[src/rtl/dbat_consts.vh]
// constants for the bank activate timing and strobe mode block
`ifndef DBAT_CONSTS_VH
`define DBAT_CONSTS_VH
// ****************************************
// mode register addresses and fields
// ****************************************
`define DBAT_MA_STROBE_MODE 6'h33
`define DBAT_MA_SET_POINT 6'h0d
`define DBAT_MA_CAPABILITY 6'h00
`define DBAT_BIT_SE_READ 1
`define DBAT_BIT_SE_WRITE 2
`define DBAT_BIT_SE_CLOCK 3
`define DBAT_BIT_SE_SUPPORT 5
`define DBAT_BIT_WRITE_SET_POINT_SELECT 6
`define DBAT_BIT_OPERATING_SET_POINT_SELECT 7
`define DBAT_STROBE_MODE_MASK 8'h0e
`define DBAT_STROBE_MODE_RESET 8'h00
`define DBAT_SE_SUPPORTED 1'b1
// ****************************************
// link timing, given in ns and rounded up to whole link clocks
// ****************************************
`define DBAT_TCK_NS 800
`define DBAT_FOUR_ACTIVATE_WINDOW_NS 40
`define DBAT_BANK_TO_BANK_ACTIVATE_DELAY_NS 10
`define DBAT_BANK_TO_BANK_ACTIVATE_DELAY_MIN_CK 4
`define DBAT_CEIL_CK(ns) (((ns) + `DBAT_TCK_NS - 1) / `DBAT_TCK_NS)
`define DBAT_AT_LEAST_ONE(n) (((n) < 1) ? 1 : (n))
`define DBAT_FOUR_ACTIVATE_WINDOW_CK `DBAT_AT_LEAST_ONE(`DBAT_CEIL_CK(`DBAT_FOUR_ACTIVATE_WINDOW_NS))
`define DBAT_BANK_TO_BANK_ACTIVATE_DELAY_RAW_CK `DBAT_CEIL_CK(`DBAT_BANK_TO_BANK_ACTIVATE_DELAY_NS)
`define DBAT_BANK_TO_BANK_ACTIVATE_DELAY_CK ((`DBAT_BANK_TO_BANK_ACTIVATE_DELAY_RAW_CK > `DBAT_BANK_TO_BANK_ACTIVATE_DELAY_MIN_CK) ? `DBAT_BANK_TO_BANK_ACTIVATE_DELAY_RAW_CK : `DBAT_BANK_TO_BANK_ACTIVATE_DELAY_MIN_CK)
`define DBAT_FAW_COUNT 4
`define DBAT_CNT_W 16
`endif

[src/rtl/dbat_act_monitor.v]
// activate spacing and rolling window monitor on link clock ticks
`include "dbat_consts.vh"
module dbat_act_monitor (
	// clock and reset
	input wire sys_clk,
	input wire rst_b,
	input wire clk_en,
	// events from the command decoder
	input wire link_tick,
	input wire act_pulse,
	// violation pulses
	output reg rrd_violation_reg,
	output reg faw_violation_reg
);
	localparam integer FAW_CK_I = `DBAT_FOUR_ACTIVATE_WINDOW_CK;
	localparam integer RRD_CK_I = `DBAT_BANK_TO_BANK_ACTIVATE_DELAY_CK;
	// counts are small; keep the low bits so compares stay at counter width
	localparam [`DBAT_CNT_W-1:0] FAW_CK = FAW_CK_I[`DBAT_CNT_W-1:0];
	localparam [`DBAT_CNT_W-1:0] RRD_CK = RRD_CK_I[`DBAT_CNT_W-1:0];

	reg [`DBAT_CNT_W-1:0] cycle_reg;
	reg [`DBAT_CNT_W-1:0] hist_reg [0:3];
	reg [2:0] seen_reg;
	integer i;

	// elapsed link clocks, wraps harmlessly as both sides wrap
	function [`DBAT_CNT_W-1:0] age;
		input [`DBAT_CNT_W-1:0] now;
		input [`DBAT_CNT_W-1:0] then_t;
		begin
			age = now - then_t;
		end
	endfunction

	// history of the last four activates, newest in slot 0
	always @(posedge sys_clk or negedge rst_b) begin
		if (!rst_b) begin
			cycle_reg <= {`DBAT_CNT_W{1'b0}};
			seen_reg <= 3'h0;
			rrd_violation_reg <= 1'b0;
			faw_violation_reg <= 1'b0;
			for (i = 0; i < 4; i = i + 1) begin
				hist_reg[i] <= {`DBAT_CNT_W{1'b0}};
			end
		end else if (clk_en) begin
			rrd_violation_reg <= 1'b0;
			faw_violation_reg <= 1'b0;
			if (link_tick) begin
				cycle_reg <= cycle_reg + 1'b1;
			end
			if (act_pulse) begin
				rrd_violation_reg <= (seen_reg != 3'h0) && (age(cycle_reg, hist_reg[0]) < RRD_CK);
				faw_violation_reg <= (seen_reg == 3'h4) && (age(cycle_reg, hist_reg[3]) < FAW_CK);
				hist_reg[0] <= cycle_reg;
				for (i = 1; i < 4; i = i + 1) begin
					hist_reg[i] <= hist_reg[i-1];
				end
				if (seen_reg != 3'h4) begin
					seen_reg <= seen_reg + 3'h1;
				end
			end
		end
	end
endmodule // dbat_act_monitor

[src/rtl/dbat_top.v]
// command decode, bank activation and strobe/clock ended mode control
`include "dbat_consts.vh"
module dbat_top (
	// system clock, reset, enable
	input wire sys_clk,
	input wire rst_b,
	input wire clk_en,
	// link clock pins
	input wire true_clock,
	input wire complement_clock,
	// command pins
	input wire chip_select,
	input wire [5:0] command_bits,
	input wire [2:0] bank_address,
	input wire [15:0] row_address,
	input wire [7:0] mode_data,
	// write strobe pins
	input wire write_strobe,
	input wire complement_write_strobe,
	// read strobe source from the data path
	input wire read_strobe_src,
	// read strobe pins
	output reg read_strobe_out,
	output reg complement_strobe_out,
	output reg complement_strobe_oe_b,
	// activation results and write strobe rise
	output reg act_done,
	output reg [2:0] act_bank,
	output reg [15:0] act_row,
	output reg [7:0] bank_open,
	output reg write_strobe_rise,
	// mode and status
	output reg se_read_mode,
	output reg se_write_mode,
	output reg se_clock_mode,
	output reg se_capability,
	output reg rrd_violation,
	output reg faw_violation
);
	// ****************************************
	// state
	// ****************************************
	localparam [2:0] ST_IDLE = 3'b001;
	localparam [2:0] ST_ACT1 = 3'b010;
	localparam [2:0] ST_MRW = 3'b100;

	reg [1:0] clk_sync1_reg, clk_sync2_reg;
	reg [1:0] wst_sync1_reg, wst_sync2_reg;
	reg [33:0] pin_sync1_reg, pin_sync2_reg;
	reg link_prev_reg, wst_prev_reg;
	reg [2:0] state_reg, state_next;
	reg [2:0] pend_bank_reg;
	reg [5:0] pend_ma_reg;
	reg [7:0] sp_copy_reg [0:1];
	reg write_set_point_select_reg, operating_set_point_select_reg;
	reg [7:0] active_mode;
	wire link_level, link_tick, wst_level;
	wire cs_s;
	wire [5:0] cmd_s;
	wire [2:0] bank_s;
	wire [15:0] row_s;
	wire [7:0] data_s;
	wire act1_cmd, act2_cmd, mrw_cmd;
	wire mon_rrd, mon_faw;
	reg act_pulse;

	// a command cycle pattern test, used for every decode
	function match;
		input cs;
		input [5:0] cmd;
		input b0;
		input b1;
		begin
			match = cs && (cmd[0] == b0) && (cmd[1] == b1);
		end
	endfunction

	// ****************************************
	// pin synchronisers
	// ****************************************
	// every pin is two-flop synchronised; pins move slowly against sys_clk
	always @(posedge sys_clk or negedge rst_b) begin
		if (!rst_b) begin
			clk_sync1_reg <= 2'h0;
			clk_sync2_reg <= 2'h0;
			wst_sync1_reg <= 2'h0;
			wst_sync2_reg <= 2'h0;
			pin_sync1_reg <= 34'h0;
			pin_sync2_reg <= 34'h0;
		end else if (clk_en) begin
			clk_sync1_reg <= {complement_clock, true_clock};
			clk_sync2_reg <= clk_sync1_reg;
			wst_sync1_reg <= {complement_write_strobe, write_strobe};
			wst_sync2_reg <= wst_sync1_reg;
			pin_sync1_reg <= {mode_data, row_address, bank_address, command_bits, chip_select};
			pin_sync2_reg <= pin_sync1_reg;
		end
	end

	assign cs_s = pin_sync2_reg[0];
	assign cmd_s = pin_sync2_reg[6:1];
	assign bank_s = pin_sync2_reg[9:7];
	assign row_s = pin_sync2_reg[25:10];
	assign data_s = pin_sync2_reg[33:26];

	// single-ended clock ignores the complement pin
	assign link_level = se_clock_mode ? clk_sync2_reg[0] : (clk_sync2_reg[0] & ~clk_sync2_reg[1]);
	assign link_tick = link_level & ~link_prev_reg;
	// single-ended write strobe ignores the complement pin
	assign wst_level = se_write_mode ? wst_sync2_reg[0] : (wst_sync2_reg[0] & ~wst_sync2_reg[1]);

	// ****************************************
	// command decode
	// ****************************************
	// activate halves; the mode write uses the free code 0,1
	assign act1_cmd = link_tick && match(cs_s, cmd_s, 1'b1, 1'b0);
	assign act2_cmd = link_tick && match(cs_s, cmd_s, 1'b1, 1'b1);
	assign mrw_cmd = link_tick && match(cs_s, cmd_s, 1'b0, 1'b1);

	// second half must come on the very next link edge, else dropped
	always @* begin
		state_next = state_reg;
		act_pulse = 1'b0;
		case (state_reg)
			ST_IDLE: begin
				if (act1_cmd) begin
					state_next = ST_ACT1;
				end else if (mrw_cmd) begin
					state_next = ST_MRW;
				end
			end
			ST_ACT1: begin
				if (link_tick) begin
					act_pulse = act2_cmd;
					state_next = act1_cmd ? ST_ACT1 : ST_IDLE;
				end
			end
			ST_MRW: begin
				if (link_tick) begin
					state_next = ST_IDLE;
				end
			end
			default: begin
				state_next = ST_IDLE;
			end
		endcase
	end

	// operate from the copy named by the operating set point
	always @* begin
		active_mode = operating_set_point_select_reg ? sp_copy_reg[1] : sp_copy_reg[0];
	end

	// ****************************************
	// registers and outputs
	// ****************************************
	// link state, mode storage and activation bookkeeping
	always @(posedge sys_clk or negedge rst_b) begin
		if (!rst_b) begin
			link_prev_reg <= 1'b0;
			wst_prev_reg <= 1'b0;
			state_reg <= ST_IDLE;
			pend_bank_reg <= 3'h0;
			pend_ma_reg <= 6'h00;
			sp_copy_reg[0] <= `DBAT_STROBE_MODE_RESET;
			sp_copy_reg[1] <= `DBAT_STROBE_MODE_RESET;
			write_set_point_select_reg <= 1'b0;
			operating_set_point_select_reg <= 1'b0;
			act_done <= 1'b0;
			act_bank <= 3'h0;
			act_row <= 16'h0000;
			bank_open <= 8'h00;
			write_strobe_rise <= 1'b0;
		end else if (clk_en) begin
			link_prev_reg <= link_level;
			wst_prev_reg <= wst_level;
			state_reg <= state_next;
			write_strobe_rise <= wst_level & ~wst_prev_reg;
			act_done <= act_pulse;
			if (act1_cmd) begin
				pend_bank_reg <= bank_s;
			end
			// mode address rides the first cycle, data the second
			if (mrw_cmd) begin
				pend_ma_reg <= row_s[5:0];
			end
			if (state_reg == ST_MRW && link_tick) begin
				// only 33h holds the strobe modes, reserved bits kept zero
				if (pend_ma_reg == `DBAT_MA_STROBE_MODE) begin
					// only the selected set point copy changes
					sp_copy_reg[write_set_point_select_reg] <= data_s & `DBAT_STROBE_MODE_MASK;
				end
				if (pend_ma_reg == `DBAT_MA_SET_POINT) begin
					write_set_point_select_reg <= data_s[`DBAT_BIT_WRITE_SET_POINT_SELECT];
					operating_set_point_select_reg <= data_s[`DBAT_BIT_OPERATING_SET_POINT_SELECT];
				end
			end
			if (act_pulse) begin
				// bank from first half, row opened in that bank
				act_bank <= pend_bank_reg;
				act_row <= row_s;
				bank_open[pend_bank_reg] <= 1'b1;
			end
		end
	end

	// mode pins and read strobe pins
	always @(posedge sys_clk or negedge rst_b) begin
		if (!rst_b) begin
			se_read_mode <= 1'b0;
			se_write_mode <= 1'b0;
			se_clock_mode <= 1'b0;
			se_capability <= 1'b0;
			read_strobe_out <= 1'b0;
			complement_strobe_out <= 1'b0;
			complement_strobe_oe_b <= 1'b1;
			rrd_violation <= 1'b0;
			faw_violation <= 1'b0;
		end else if (clk_en) begin
			se_read_mode <= active_mode[`DBAT_BIT_SE_READ];
			se_write_mode <= active_mode[`DBAT_BIT_SE_WRITE];
			se_clock_mode <= active_mode[`DBAT_BIT_SE_CLOCK];
			se_capability <= `DBAT_SE_SUPPORTED;
			read_strobe_out <= read_strobe_src;
			// complement held low in single-ended read mode rather than toggling
			complement_strobe_out <= se_read_mode ? 1'b0 : ~read_strobe_src;
			complement_strobe_oe_b <= 1'b0;
			rrd_violation <= mon_rrd;
			faw_violation <= mon_faw;
		end
	end

	// ****************************************
	// activate spacing monitor
	// ****************************************
	// flags controller slips; the device itself never refuses an activate
	dbat_act_monitor u_mon (
		.sys_clk(sys_clk),
		.rst_b(rst_b),
		.clk_en(clk_en),
		.link_tick(link_tick),
		.act_pulse(act_pulse),
		.rrd_violation_reg(mon_rrd),
		.faw_violation_reg(mon_faw)
	);
endmodule // dbat_top

[config.mk]
export PLATFORM = sky130hd
export DESIGN_NAME = dbat_top
export DESIGN_NICKNAME = d
export VERILOG_FILES = /design/src/rtl/dbat_act_monitor.v /design/src/rtl/dbat_top.v
export VERILOG_INCLUDE_DIRS = /design/src /design/src/rtl
export SDC_FILE = /design/constraint.sdc
export NUM_CORES = 1
export LEC_CHECK = 0
export ABC_AREA = 1
export BUFFER_PORTS_ARGS = -buffer_cell sky130_fd_sc_hd__buf_4
export CORE_MARGIN = 3
export CORE_UTILIZATION = 25
export DETAILED_ROUTE_END_ITERATION = 10
export PLACE_DENSITY_LB_ADDON = 0.05
export SYNTH_ARGS = -nofsm -noshare
export SYNTH_HDL_FRONTEND = slang
export SYNTH_SLANG_ARGS = --single-unit
[constraint.sdc]
create_clock -name sys_clk -period 2.2 [get_ports sys_clk]
set_clock_uncertainty 0.15 [all_clocks]
set_input_delay 0.44 -clock sys_clk [delete_from_list [all_inputs] [get_ports sys_clk]]
set_output_delay 0.44 -clock sys_clk [all_outputs]
set_load 0.01 [all_outputs]
==> results by group, run 1 <==
Run status
  – Outcome: completed

Timing
  – Unrepaired setup endpoints after global routing: true
  – Final Slew Violations: 0
  – Minimum clock period: 2.14 ns
  – Slew @ Worst Pin: just over 0.7 ns
  – Final Hold Fails: 0
  – Final setup fails: 0
  – Period utilization: 97.3%
  – Worst hold slack: approximately 0.024 ns
  – F_max: about 470 MHz
  – Max-slew headroom: about 52%

Route
  – Final ANT Viol Nets: 0
  – DRC: 0
  – Routed WL: 25.5 mm
  – Via count: about 8000
  – Via density: 4.14
  – Iter 0 DRT Violations: 341
  – DR WL/cell: 13.2 um
  – First-pass DRT Iterations: 6

Global route
  – Largest net degree at the start of global routing: 83
  – First-pass GRT wire length: 42.5 mm
  – Initial antenna violation count: 0
  – Total gr overflow: 0
  – Global Route Usage Sum: 12.3%
  – Vias in the first global route: 8078

Synth
  – Post-synthesis xor/xnor area fraction: under 10%
  – Netlist Area Pre-Place: 10000 sq um
  – Mux cell area share after synthesis: 0%
  – Adder-cell share of the synthesized area: 4.19%
  – Share of Yosys cell area claimed by the top area cell type: about half
  – Cell variety after synth: 39
  – Compound-Gate Fraction of Synth Area: 9.36%
  – Ranking of synthesized cells by area: dfrtp_1 (51%), nand2_1 (14%), inv_1 (6.6%), nor2_1 (5.7%), a21oi_1 (5.1%)
  – Synth Flop Type: dfrtp_1
  – Mean Syn Cell Area: ~8 sq um
  – Post-synthesis sequential area ratio: 51.7%
  – Largest family of logic cells by synthesized area: simple AND/OR/NAND/NOR gates
  – Number of synthesized register bits: 207
  – FFs w/ async S/R, synth: 100%
  – Simple-gate share of the synthesized area: 24.5%
  – Cell accounting for the most synthesized area: dfrtp_1
  – Post-synth EDFFs: 0
  – Synthesis Warnings: 0
  – Syn_nets: 1325
  – Mapped Cells: 1250

Critical path
  – Setup slack, reg-to-reg: ~0.060 ns
  – CP peak stage delay: between 0.4 and 0.5 ns
  – Highest-delay cell along the critical path: dfrtp_1
  – CP required: approximately 2.5 ns
  – CP startpoint kind: flip-flop
  – Worst reg2reg endpoint: u_mon.faw_violation_reg
  – R2R Path Start: u_mon.hist_reg[0]
  – Cell depth of the worst flop-to-flop path: 14
  – CP Class: flip-flop to flip-flop
  – CP Max Fanout: 2
  – Critical path capture point type: flip-flop
  – Crit-path cells: ha_4, fa_2, inv_2, buf_4, buf_4, buf_4, nand3_2, nand4_1, nand2_1, nor2_1, nand3_1, nor2_1, nand2_1, nand2_1
  – CP Data Arrival Time: 2.44 ns

Finish
  – Share of layout cells above drive strength 1: between 15 and 20%
  – Nets: approximately 1500
  – Fill count: 4231
  – Antenna cells: 0
  – Final core area utilization: 33.0%
  – Layout area overhead: 28.7%
  – Most frequent cells in the layout: nand2_1 (358), dfrtp_1 (200), inv_1 (175)
  – Most common cell after layout, fill and taps aside: nand2_1
  – Number of flip-flops in the largest register: 64

Clock tree
  – CTS sink cnt: 207
  – CTS Buf Count: 25
  – CTS root buffer: clkbuf_16
  – Reg clk slew, reported paths: roughly 0.060 ns
  – CTS tree: done
  – Clock latency on the worst-skew pair: between 0.5 and 0.6 ns
  – H-tree levels: 1
  – Bufs on Longest Clock Path: 3

Floorplan
  – Core Box Area: 39100 sq um
  – # IOs: 80
  – Full die area: 42600 sq um
  – Num rows: 72
  – Die Ht: between 200 and 250 um
  – Initial Util: 25.7%
  – Die W: 206 um

Min path
  – Hold path cells: 3
  – WHS Endpoint: wst_sync1_reg[1]
  – Worst hold path type: input pin to flip-flop
  – Hold Startpoint: complement_write_strobe

Pwr
  – Peak supply drop: 0.449 mV
  – Internal power: 7.53 mW
  – Clock Power Share: 37.9%
  – Power per cell area: 830 nW/um^2
  – P_sw: 3.18 mW
  – P_leak: 6.62 nW
  – Flop pwr share: 39.9%
  – Switching Share: 29.7%
  – Comb power frac: 22.2%

Placed design
  – IO Port Bufs: a little over 70
  – GPL Wtd Cong: 0.765
  – HPWL after detailed placement: 17.9 mm

Flow run
  – Max cap viols: 0
final cells by class:
cell class              instances  area, sq um  area share, %
inverters                     180          676           5.23
multi-input cells             828         4270           33.0
flip-flops and latches        207         5190           40.2
repair buffers                152         1320           10.2
clock inverters                 5         53.8          0.417
well taps                     518          648           5.02
clock buffers                  39          758           5.87
Yosys cell counts (2+ instances only):
master and n:
nand2_1 366, a31o_2 6, dfstp_2 2, xor2_1 18, nand3_1 37, inv_2 3
nand2_2 2, dfrtp_1 205, o22ai_1 4, xnor2_1 5, a21oi_1 103, o21ai_0 55
buf_2 13, o21bai_1 2, o21ai_1 3, nor2_2 2, clkbuf_1 20, ha_1 32
nand4_1 8, nor2_1 151, nor3_4 2, buf_4 2, inv_1 177, nand3b_1 11
nor3_1 7
metal layers:
layer / share of wire (%) / track usage, % / wire length [um] / vias up
met5: 0 / 0 / 0 / -
met4: 1.4 / 2.42 / 345 / 0
met3: 3.8 / 2.27 / 969 / 27
met2: 46 / 20.5 / 11800 / 89
met1: 48 / 16.7 / 12300 / 3695
li1: - / - / - / 4182
critical path, delay by kind of cell (launching register included):
family                   cells  cell delay [ns]
buffers and inverters        4             0.33
adder cells (fa/ha/maj)      2             0.53
flip-flops                   1             0.42
AND/OR/NAND/NOR              8             0.62
kinds of logic (layout without fill, tap and decap cells):
logic type / Yosys count / after routing
AOI/OAI and AO/OA: 177 / 177
DFF: 207 / 207
xor gates and xnor gates: 23 / 23
adders and majority gates: 33 / 33
and+or+nand+nor: 595 / 595
buffers and inverters: 215 / 376
power by group through the flow:
stage	Combinational [mW]	Sequential, mW	Clock [mW]
after floorplan	1.33	4.27	0
after detailed placement	2.05	4.31	0
final	2.37	4.28	4.06
after global routing	2.74	4.31	4.43
after CTS	2.14	4.25	4.26
after global placement	2.04	4.31	0
metrics by stage:
step / setup slack (ns) / TNS, ns / std cells / power [mW] / cell area (sq um)
6_report: 0.0604 / 0 / 1929 / 10.7 / 12900
5_1_grt: -0.0993 / -0.191 / 1929 / 11.5 / 12900
4_1_cts: -0.0534 / -0.0534 / 1919 / 10.7 / 12600
3_5_place_dp: -0.145 / -0.145 / 1839 / 6.36 / 11400
3_3_place_gp: -0.109 / -0.109 / 1839 / 6.35 / 11400
2_1_floorplan: 0.107 / 0 / 1250 / 5.60 / 10000
worst max-delay path by stage:
stage,from,endpoint,slack [ns],depth (start not counted)
3_3_place_gp,u_mon.hist_reg[0],u_mon.faw_violation_reg,-0.11,15
5_1_grt,u_mon.cycle_reg[5],u_mon.faw_violation_reg,-0.1,13
6_report,u_mon.hist_reg[0],u_mon.faw_violation_reg,0.06,14
2_1_floorplan,u_mon.cycle_reg[0],u_mon.faw_violation_reg,0.11,16
4_1_cts,u_mon.hist_reg[0],u_mon.faw_violation_reg,-0.05,12
3_5_place_dp,u_mon.hist_reg[0],u_mon.faw_violation_reg,-0.14,14
repair_timing:
action | 4_1_cts | 5_1_grt
hold buffers | 32 | 0
setup buffers | 4 | 10
cloned | 0 | 0
resized for setup | 8 | 50
endpoints found under the setup margin | 1 | 3
endpoints found under the hold margin | 70 | 0
pin swaps | 8 | 16
Power figures use the tool's default switching activity.
==> run 2, diff against run 1 <==
Settings changed: REMOVE_ABC_BUFFERS from default to 1.
Clock period 2.2 ns to 2.8 ns, I/O delays scaled along.
==> run 2 against run 1 <==
  * Setup slack improved by 0.30 ns
  * Wire length shrank 2.3%
  * Critical path depth is 2 higher
  * Final area down 6.1%
  * Core utilization decreased by 2.0 points
  * Clock-buffer cell count is 4 higher
  * Fmax down 12%
  * Die area did not move
  * Register-to-register slack better by 0.30 ns
  * Critical path type unchanged
==> results by group, run 2 (synthesis results as in run 1) <==
Run status
  – Outcome: completed

Finish
  – Most frequent cells in the layout: nand2_1 (365), dfrtp_1 (205), inv_1 (177)
  – Final core area utilization: 31.0% (-2.0 points)
  – Multi-input gate area: 4020 sq um (-5.7%)
  – Nets: 1404 (-4.4%)
  – Share of layout cells above drive strength 1: 11.1% (-5.4 points)
  – Seq. cell area: 5180 sq um (-0.12%)
  – Layout Cells excl Fill: 1866 (-3.3%)
  – Number of flip-flops in the largest register: 64 (unchanged)
  – Fill count: 4274 (+1.0%)
  – Most common cell after layout, fill and taps aside: nand2_1
  – Design area: 12100 sq um (-6.1%)
  – Layout area overhead: 20.9%
  – Antenna cells: 0 (unchanged)

Global route
  – GR peak layer: met2
  – First-pass GRT wire length: 42.4 mm (-0.28%)
  – Initial antenna violation count: 0 (unchanged)
  – Total gr overflow: 0 (unchanged)
  – Global Route Usage Sum: 12.2% (-0.046 points)
  – M3 GR Usage: 2.28% (+0.016 points)
  – Met1 GRT Util: 17.0% (+0.33 points)
  – M2 GR Usage: 19.9% (-0.61 points)
  – Largest net degree at the start of global routing: 108 (+30%)
  – Vias in the first global route: 8056 (-0.27%)

Critical path
  – Worst reg2reg endpoint: u_mon.faw_violation_reg
  – R2R Path Start: u_mon.cycle_reg[0]
  – CP Data Arrival Time: 2.75 ns (+0.31 ns)
  – Crit path capture: u_mon.faw_violation_reg
  – CP Max Fanout: 4 (+2)
  – Setup slack, reg-to-reg: 0.36 ns (+0.30 ns)
  – CP required: 3.11 ns (+0.61 ns)
  – CP startpoint kind: flip-flop
  – Cell depth of the worst flop-to-flop path: 16 (+2)
  – Critical path capture point type: flip-flop
  – Worst Setup SP: u_mon.cycle_reg[0]
  – CP Class: flip-flop to flip-flop

Floorplan
  – Initial Util: 25.7% (unchanged)
  – Full die area: 42600 sq um (unchanged)
  – Die Ht: 206 um (unchanged)
  – Num rows: 72 (unchanged)
  – # IOs: 80 (unchanged)
  – Core Box Area: 39100 sq um (unchanged)
  – Die W: 206 um (unchanged)

Clock tree
  – Bufs on Longest Clock Path: 3 (unchanged)
  – H-tree levels: 1 (unchanged)
  – CTS tree: done
  – Clock latency on the worst-skew pair: 0.54 ns (+0.02 ns)
  – CTS sink cnt: 207 (unchanged)
  – CTS root buffer: clkbuf_16
  – CTS Buf Count: 27 (+8.0%)
  – Reg clk slew, reported paths: 0.06 ns (about the same)

Timing
  – F_max: 410 MHz (-12%)
  – Final setup fails: 0 (unchanged)
  – Max-slew headroom: 61.2% (+9.7 points)
  – Slew @ Worst Pin: 0.582 ns (-0.145 ns)
  – Minimum clock period: 2.44 ns (+0.300 ns)
  – Period utilization: 87.1% (-10 points)
  – Final Slew Violations: 0 (unchanged)
  – Final Hold Fails: 0 (unchanged)
  – Unrepaired setup endpoints after global routing: false
  – Worst hold slack: 0.0697 ns (+0.0459 ns)

Pwr
  – Power per cell area: 681 nW/um^2 (-18%)
  – P_leak: 6.33 nW (-4.3%)
  – Peak supply drop: 0.455 mV (+1.2%)

Route
  – DR WL/cell: 13.3 um (+1.0%)
  – Iter 0 DRT Violations: 295 (-13%)
  – Via density: 4.13 (-0.35%)
  – Final ANT Viol Nets: 0 (unchanged)
  – DRC: 0 (unchanged)
  – Routed WL: 24.9 mm (-2.3%)
  – Via count: 7705 (-3.6%)
  – First-pass DRT Iterations: 6 (unchanged)

Placed design
  – IO Port Bufs: 72 (unchanged)
  – Placed cells: 1817 (-1.2%)
  – GPL Wtd Cong: 0.757 (-1.0%)
  – HPWL after detailed placement: 17.3 mm (-3.3%)
  – Placed cell areas: 11200 sq um (-1.6%)

Flow run
  – Max cap viols: 0 (unchanged)

Min path
  – Worst hold path type: input pin to flip-flop
run 2: changes by cell type in the layout (fill, tap and decap cells not counted), sizes merged:
| cell | change |
|---|---|
| dlygate4sd3 | -31 |
| buf | -36 |
| clkinv | -1 |
| bufinv | +1 |
| clkbuf | +4 |
run 2: worst min-delay path by stage:
stage / start / to / cells past startpoint
final: row_address[10] / pin_sync1_reg[20] / 3
after global routing: row_address[14] / pin_sync1_reg[24] / 3
after CTS: mode_data[7] / pin_sync1_reg[33] / 3
after detailed placement: complement_strobe_oe_b / complement_strobe_oe_b / 2
after global placement: complement_strobe_oe_b / complement_strobe_oe_b / 2
after floorplan: rst_b / act_bank[0] / 0
run 2: timing repair:
item / 4_1_cts / 5_1_grt
endpoints found under the hold margin: 49 / 0
setup endpoints to repair: 0 / 1
gates resized for setup: 0 / 2
buffers inserted: 0 / 0
hold buffers: 1 / 0
run 2: per-layer routing:
metal / vias to the layer above / wire, um
met2: 85 / 11200
li1: 4051 / -
met4: 0 / 433
met5: - / 0
met3: 26 / 922
met1: 3543 / 12400
run 2: where the power goes:
| group | internal [mW] | total, mW | switching [mW] |
|---|---|---|---|
| Sequential | 3.18 | 3.35 | 0.165 |
| Clock | 2.13 | 3.45 | 1.32 |
| Combinational | 0.504 | 1.46 | 0.956 |
| Total | 5.82 | 8.26 | 2.44 |
run 2: cell type report:
type                    instances  share of cell area [%]
clock buffers                  43                    6.56
flip-flops and latches        207                    42.7
repair buffers                 85                    5.86
multi-input cells             828                    33.2
clock inverters                 5                   0.774
inverters                     180                    5.57
well taps                     518                    5.34
run 2: stage by stage:
step                TNS (ns)  setup WS [ns]  power (mW)
floorplan              -1.01         -0.284        4.38
global placement           0          0.295        4.89
global route               0         0.0605        8.84
finish                     0          0.360        8.26
detailed placement         0          0.278        4.90
CTS                        0          0.261        8.44
run 2: critical path, cell delays in order (launching register included):
cell,delay (ns)
dfrtp_1,0.38
inv_1,0.12
ha_1,0.23
fa_2,0.38
inv_1,0.09
nand3_1,0.12
nand2_2,0.13
nand2_1,0.07
nand2_1,0.08
nand2_1,0.05
nand2_1,0.05
nand2_1,0.06
nor2_1,0.09
nand3_1,0.08
nor2_1,0.14
nand2_1,0.09
nand2_1,0.06
==> run 3, diff against run 2 <==
Settings changed: CORE_UTILIZATION 25 to 40, MAX_ROUTING_LAYER from default to met4.
==> run 3 against run 2 <==
  * Clock-buffer cell count fell by 4
  * Core utilization rose by 17 points
  * Via count down 0.13%
  * Sequential share of layout area rose by 1.4 points
  * Critical endpoint unchanged
  * Largest cell class unchanged
==> results by group, run 3 (synthesis results as in run 1) <==
Run status
  – Outcome: completed

Min path
  – Worst hold path type: input pin to flip-flop

Pwr
  – Comb power frac: 18.3% (+0.6 points)
  – Peak supply drop: 0.424 mV (-6.7%)
  – P_leak: 6.27 nW (-1.0%)
  – Power per cell area: 661 nW/um^2 (-2.9%)
  – P_sw: 2.27 mW (-7.0%)
  – Internal power: 5.49 mW (-5.5%)
  – Flop pwr share: 43.2% (+2.6 points)
  – Clock Power Share: 38.4% (-3.4 points)
  – Switching Share: 29.3% (-0.32 points)

Placed design
  – IO Port Bufs: 72 (unchanged)
  – Post-Place Setup Slack: 0.354 ns (+0.0764 ns)
  – HPWL after detailed placement: 15.3 mm (-12%)
  – GPL Wtd Cong: 0.840 (+11%)

Critical path
  – CP Data Arrival Time: 2.71 ns (-0.04 ns)
  – Crit-path cells: inv_1, ha_1, fa_1, inv_1, nand3_1, nand2_1, nand2_1, nand2_1, nand2_1, nand2_1, nand2_1, nor2_1, nand3_1, nor2_1, nand2_1, nand2_1
  – CP Max Fanout: 4 (unchanged)
  – Crit path top cell by count: nand2_1
  – Critical path capture point type: flip-flop
  – CP required: 3.09 ns (-0.02 ns)
  – Highest-delay cell along the critical path: fa_1
  – CP startpoint kind: flip-flop
  – CP peak stage delay: 0.42 ns (+0.04 ns)
  – CP Class: flip-flop to flip-flop

Flow run
  – Max cap viols: 0 (unchanged)

Route
  – Final ANT Viol Nets: 0 (unchanged)
  – Routed WL: 21.7 mm (-13%)
  – Iter 0 DRT Violations: 350 (+19%)
  – DR WL/cell: 13.0 um (-2.6%)
  – First-pass DRT Iterations: 4 (-2)
  – Via count: 7695 (-0.13%)
  – Met3 wire length: 889 um (-3.6%)
  – Met2 wire len: 9.94 mm (-11%)
  – DRC: 0 (unchanged)
  – Top sig layer: met4
  – DRT met1 WL: 10.6 mm (-14%)
  – Via density: 4.62 (+12%)

Clock tree
  – CTS root buffer: clkbuf_16
  – Post-CTS Setup Inserts: 0 (unchanged)
  – CTS sink cnt: 207 (unchanged)
  – Post-CTS resize count: 0 (unchanged)
  – H-tree levels: 1 (unchanged)
  – CTS Buf Count: 24 (-11%)
  – Clock latency on the worst-skew pair: 0.50 ns (-0.04 ns)
  – Reg clk slew, reported paths: 0.06 ns (about the same)
  – Bufs on Longest Clock Path: 3 (unchanged)
  – CTS tree: done

Finish
  – Multi-input gate area: 4020 sq um (-0.12%)
  – Most common cell after layout, fill and taps aside: nand2_1
  – Layout area overhead: 17.1%
  – Most frequent cells in the layout: nand2_1 (366), dfrtp_1 (205), inv_1 (177)
  – Antenna cells: 0 (unchanged)
  – Share of layout cells above drive strength 1: 10.8% (-0.26 points)
  – Seq. cell area: 5180 sq um (unchanged)
  – Number of flip-flops in the largest register: 64 (unchanged)
  – Nets: 1402 (-0.14%)
  – Fill count: 2442 (-43%)

Timing
  – Period utilization: 86.5% (-0.64 points)
  – Post-route setup slack: 0.378 ns (+0.0180 ns)
  – Slew @ Worst Pin: 0.807 ns (+0.225 ns)
  – Unrepaired setup endpoints after global routing: false
  – Max-slew headroom: 46.2% (-15 points)
  – Final Slew Violations: 0 (unchanged)
  – Setup TNS: 0 ns (unchanged)
  – Minimum clock period: 2.42 ns (-0.0180 ns)
  – Final Hold Fails: 0 (unchanged)
  – Final setup fails: 0 (unchanged)
  – F_max: 413 MHz (+0.74%)

Global route
  – Largest net degree at the start of global routing: 91 (-16%)
  – Total gr overflow: 0 (unchanged)
  – First-pass GRT wire length: 37.7 mm (-11%)
  – Global Route Usage Sum: 17.5% (+5.3 points)
  – Initial antenna violation count: 0 (unchanged)
  – Vias in the first global route: 7688 (-4.6%)

Floorplan
  – # IOs: 80 (unchanged)
  – Num rows: 57 (-21%)
  – Die Ht: 164 um (-20%)
  – Initial Util: 41.0% (+15 points)
  – Core Box Area: 24500 sq um (-37%)
  – Full die area: 27000 sq um (-37%)
  – Die W: 164 um (-20%)
run 3: path summary, 6_finish.rpt:
| check | start | to | slack, ns | cells after the start |
|---|---|---|---|---|
| max in group asynchronous | rst_b | complement_strobe_oe_b | 1.36 | 3 |
| min in group asynchronous | rst_b | u_mon.hist_reg[3] | 0.46 | 2 |
| hold / removal | row_address[7] | pin_sync1_reg[17] | 0.10 | 3 |
| hold reg to reg | complement_strobe_oe_b | complement_strobe_oe_b | 0.29 | 2 |
| setup / recovery | u_mon.cycle_reg[0] | u_mon.faw_violation_reg | 0.38 | 16 |
| setup reg to reg | u_mon.cycle_reg[0] | u_mon.faw_violation_reg | 0.38 | 16 |
run 3: final cells by class:
class                   instances  share of cell area [%]
clock buffers                  39                    6.37
clock inverters                 3                   0.171
inverters                     180                    5.75
multi-input cells             828                    34.2
flip-flops and latches        207                    44.1
well taps                     324                    3.45
repair buffers                 86                    5.90
run 3: worst max-delay path, delay by kind of cell, from the launching register on:
| kind | cells | cell delay, ns |
|---|---|---|
| fa+ha+maj | 2 | 0.64 |
| simple gates | 12 | 0.98 |
| buf+inv | 2 | 0.21 |
| flops | 1 | 0.38 |
run 3: metal layers:
| layer | up-vias | GRT usage, % |
|---|---|---|
| met5 | - | - |
| li1 | 4042 | - |
| met2 | 92 | 28.3 |
| met4 | 0 | 2.96 |
| met1 | 3536 | 23.8 |
| met3 | 25 | 2.93 |
run 3: power by group through the flow:
stage	logic, mW	registers [mW]	clock network [mW]
final	1.42	3.36	2.98
after CTS	1.44	3.36	3.09
after global routing	1.70	3.39	3.22
after global placement	1.42	3.40	0
after detailed placement	1.43	3.41	0
after floorplan	1.03	3.36	0
run 3: repair_timing:
| item | in CTS | in global routing |
|---|---|---|
| endpoints found under the setup margin | 0 | 0 |
| hold endpoints to repair | 57 | 0 |
| hold buffers | 1 | 0 |
run 3: metrics by stage:
stage	hold WS (ns)	utilization, %	instances	power [mW]	cell area [sq um]
finish	0.104	48.0	1667	7.77	11700
global placement	0.279	44.8	1624	4.83	11000
global route	0.0913	48.0	1667	8.31	11700
CTS	0.0846	48.0	1667	7.89	11700
detailed placement	0.287	44.8	1624	4.84	11000
floorplan	0.114	-	1215	4.38	9870
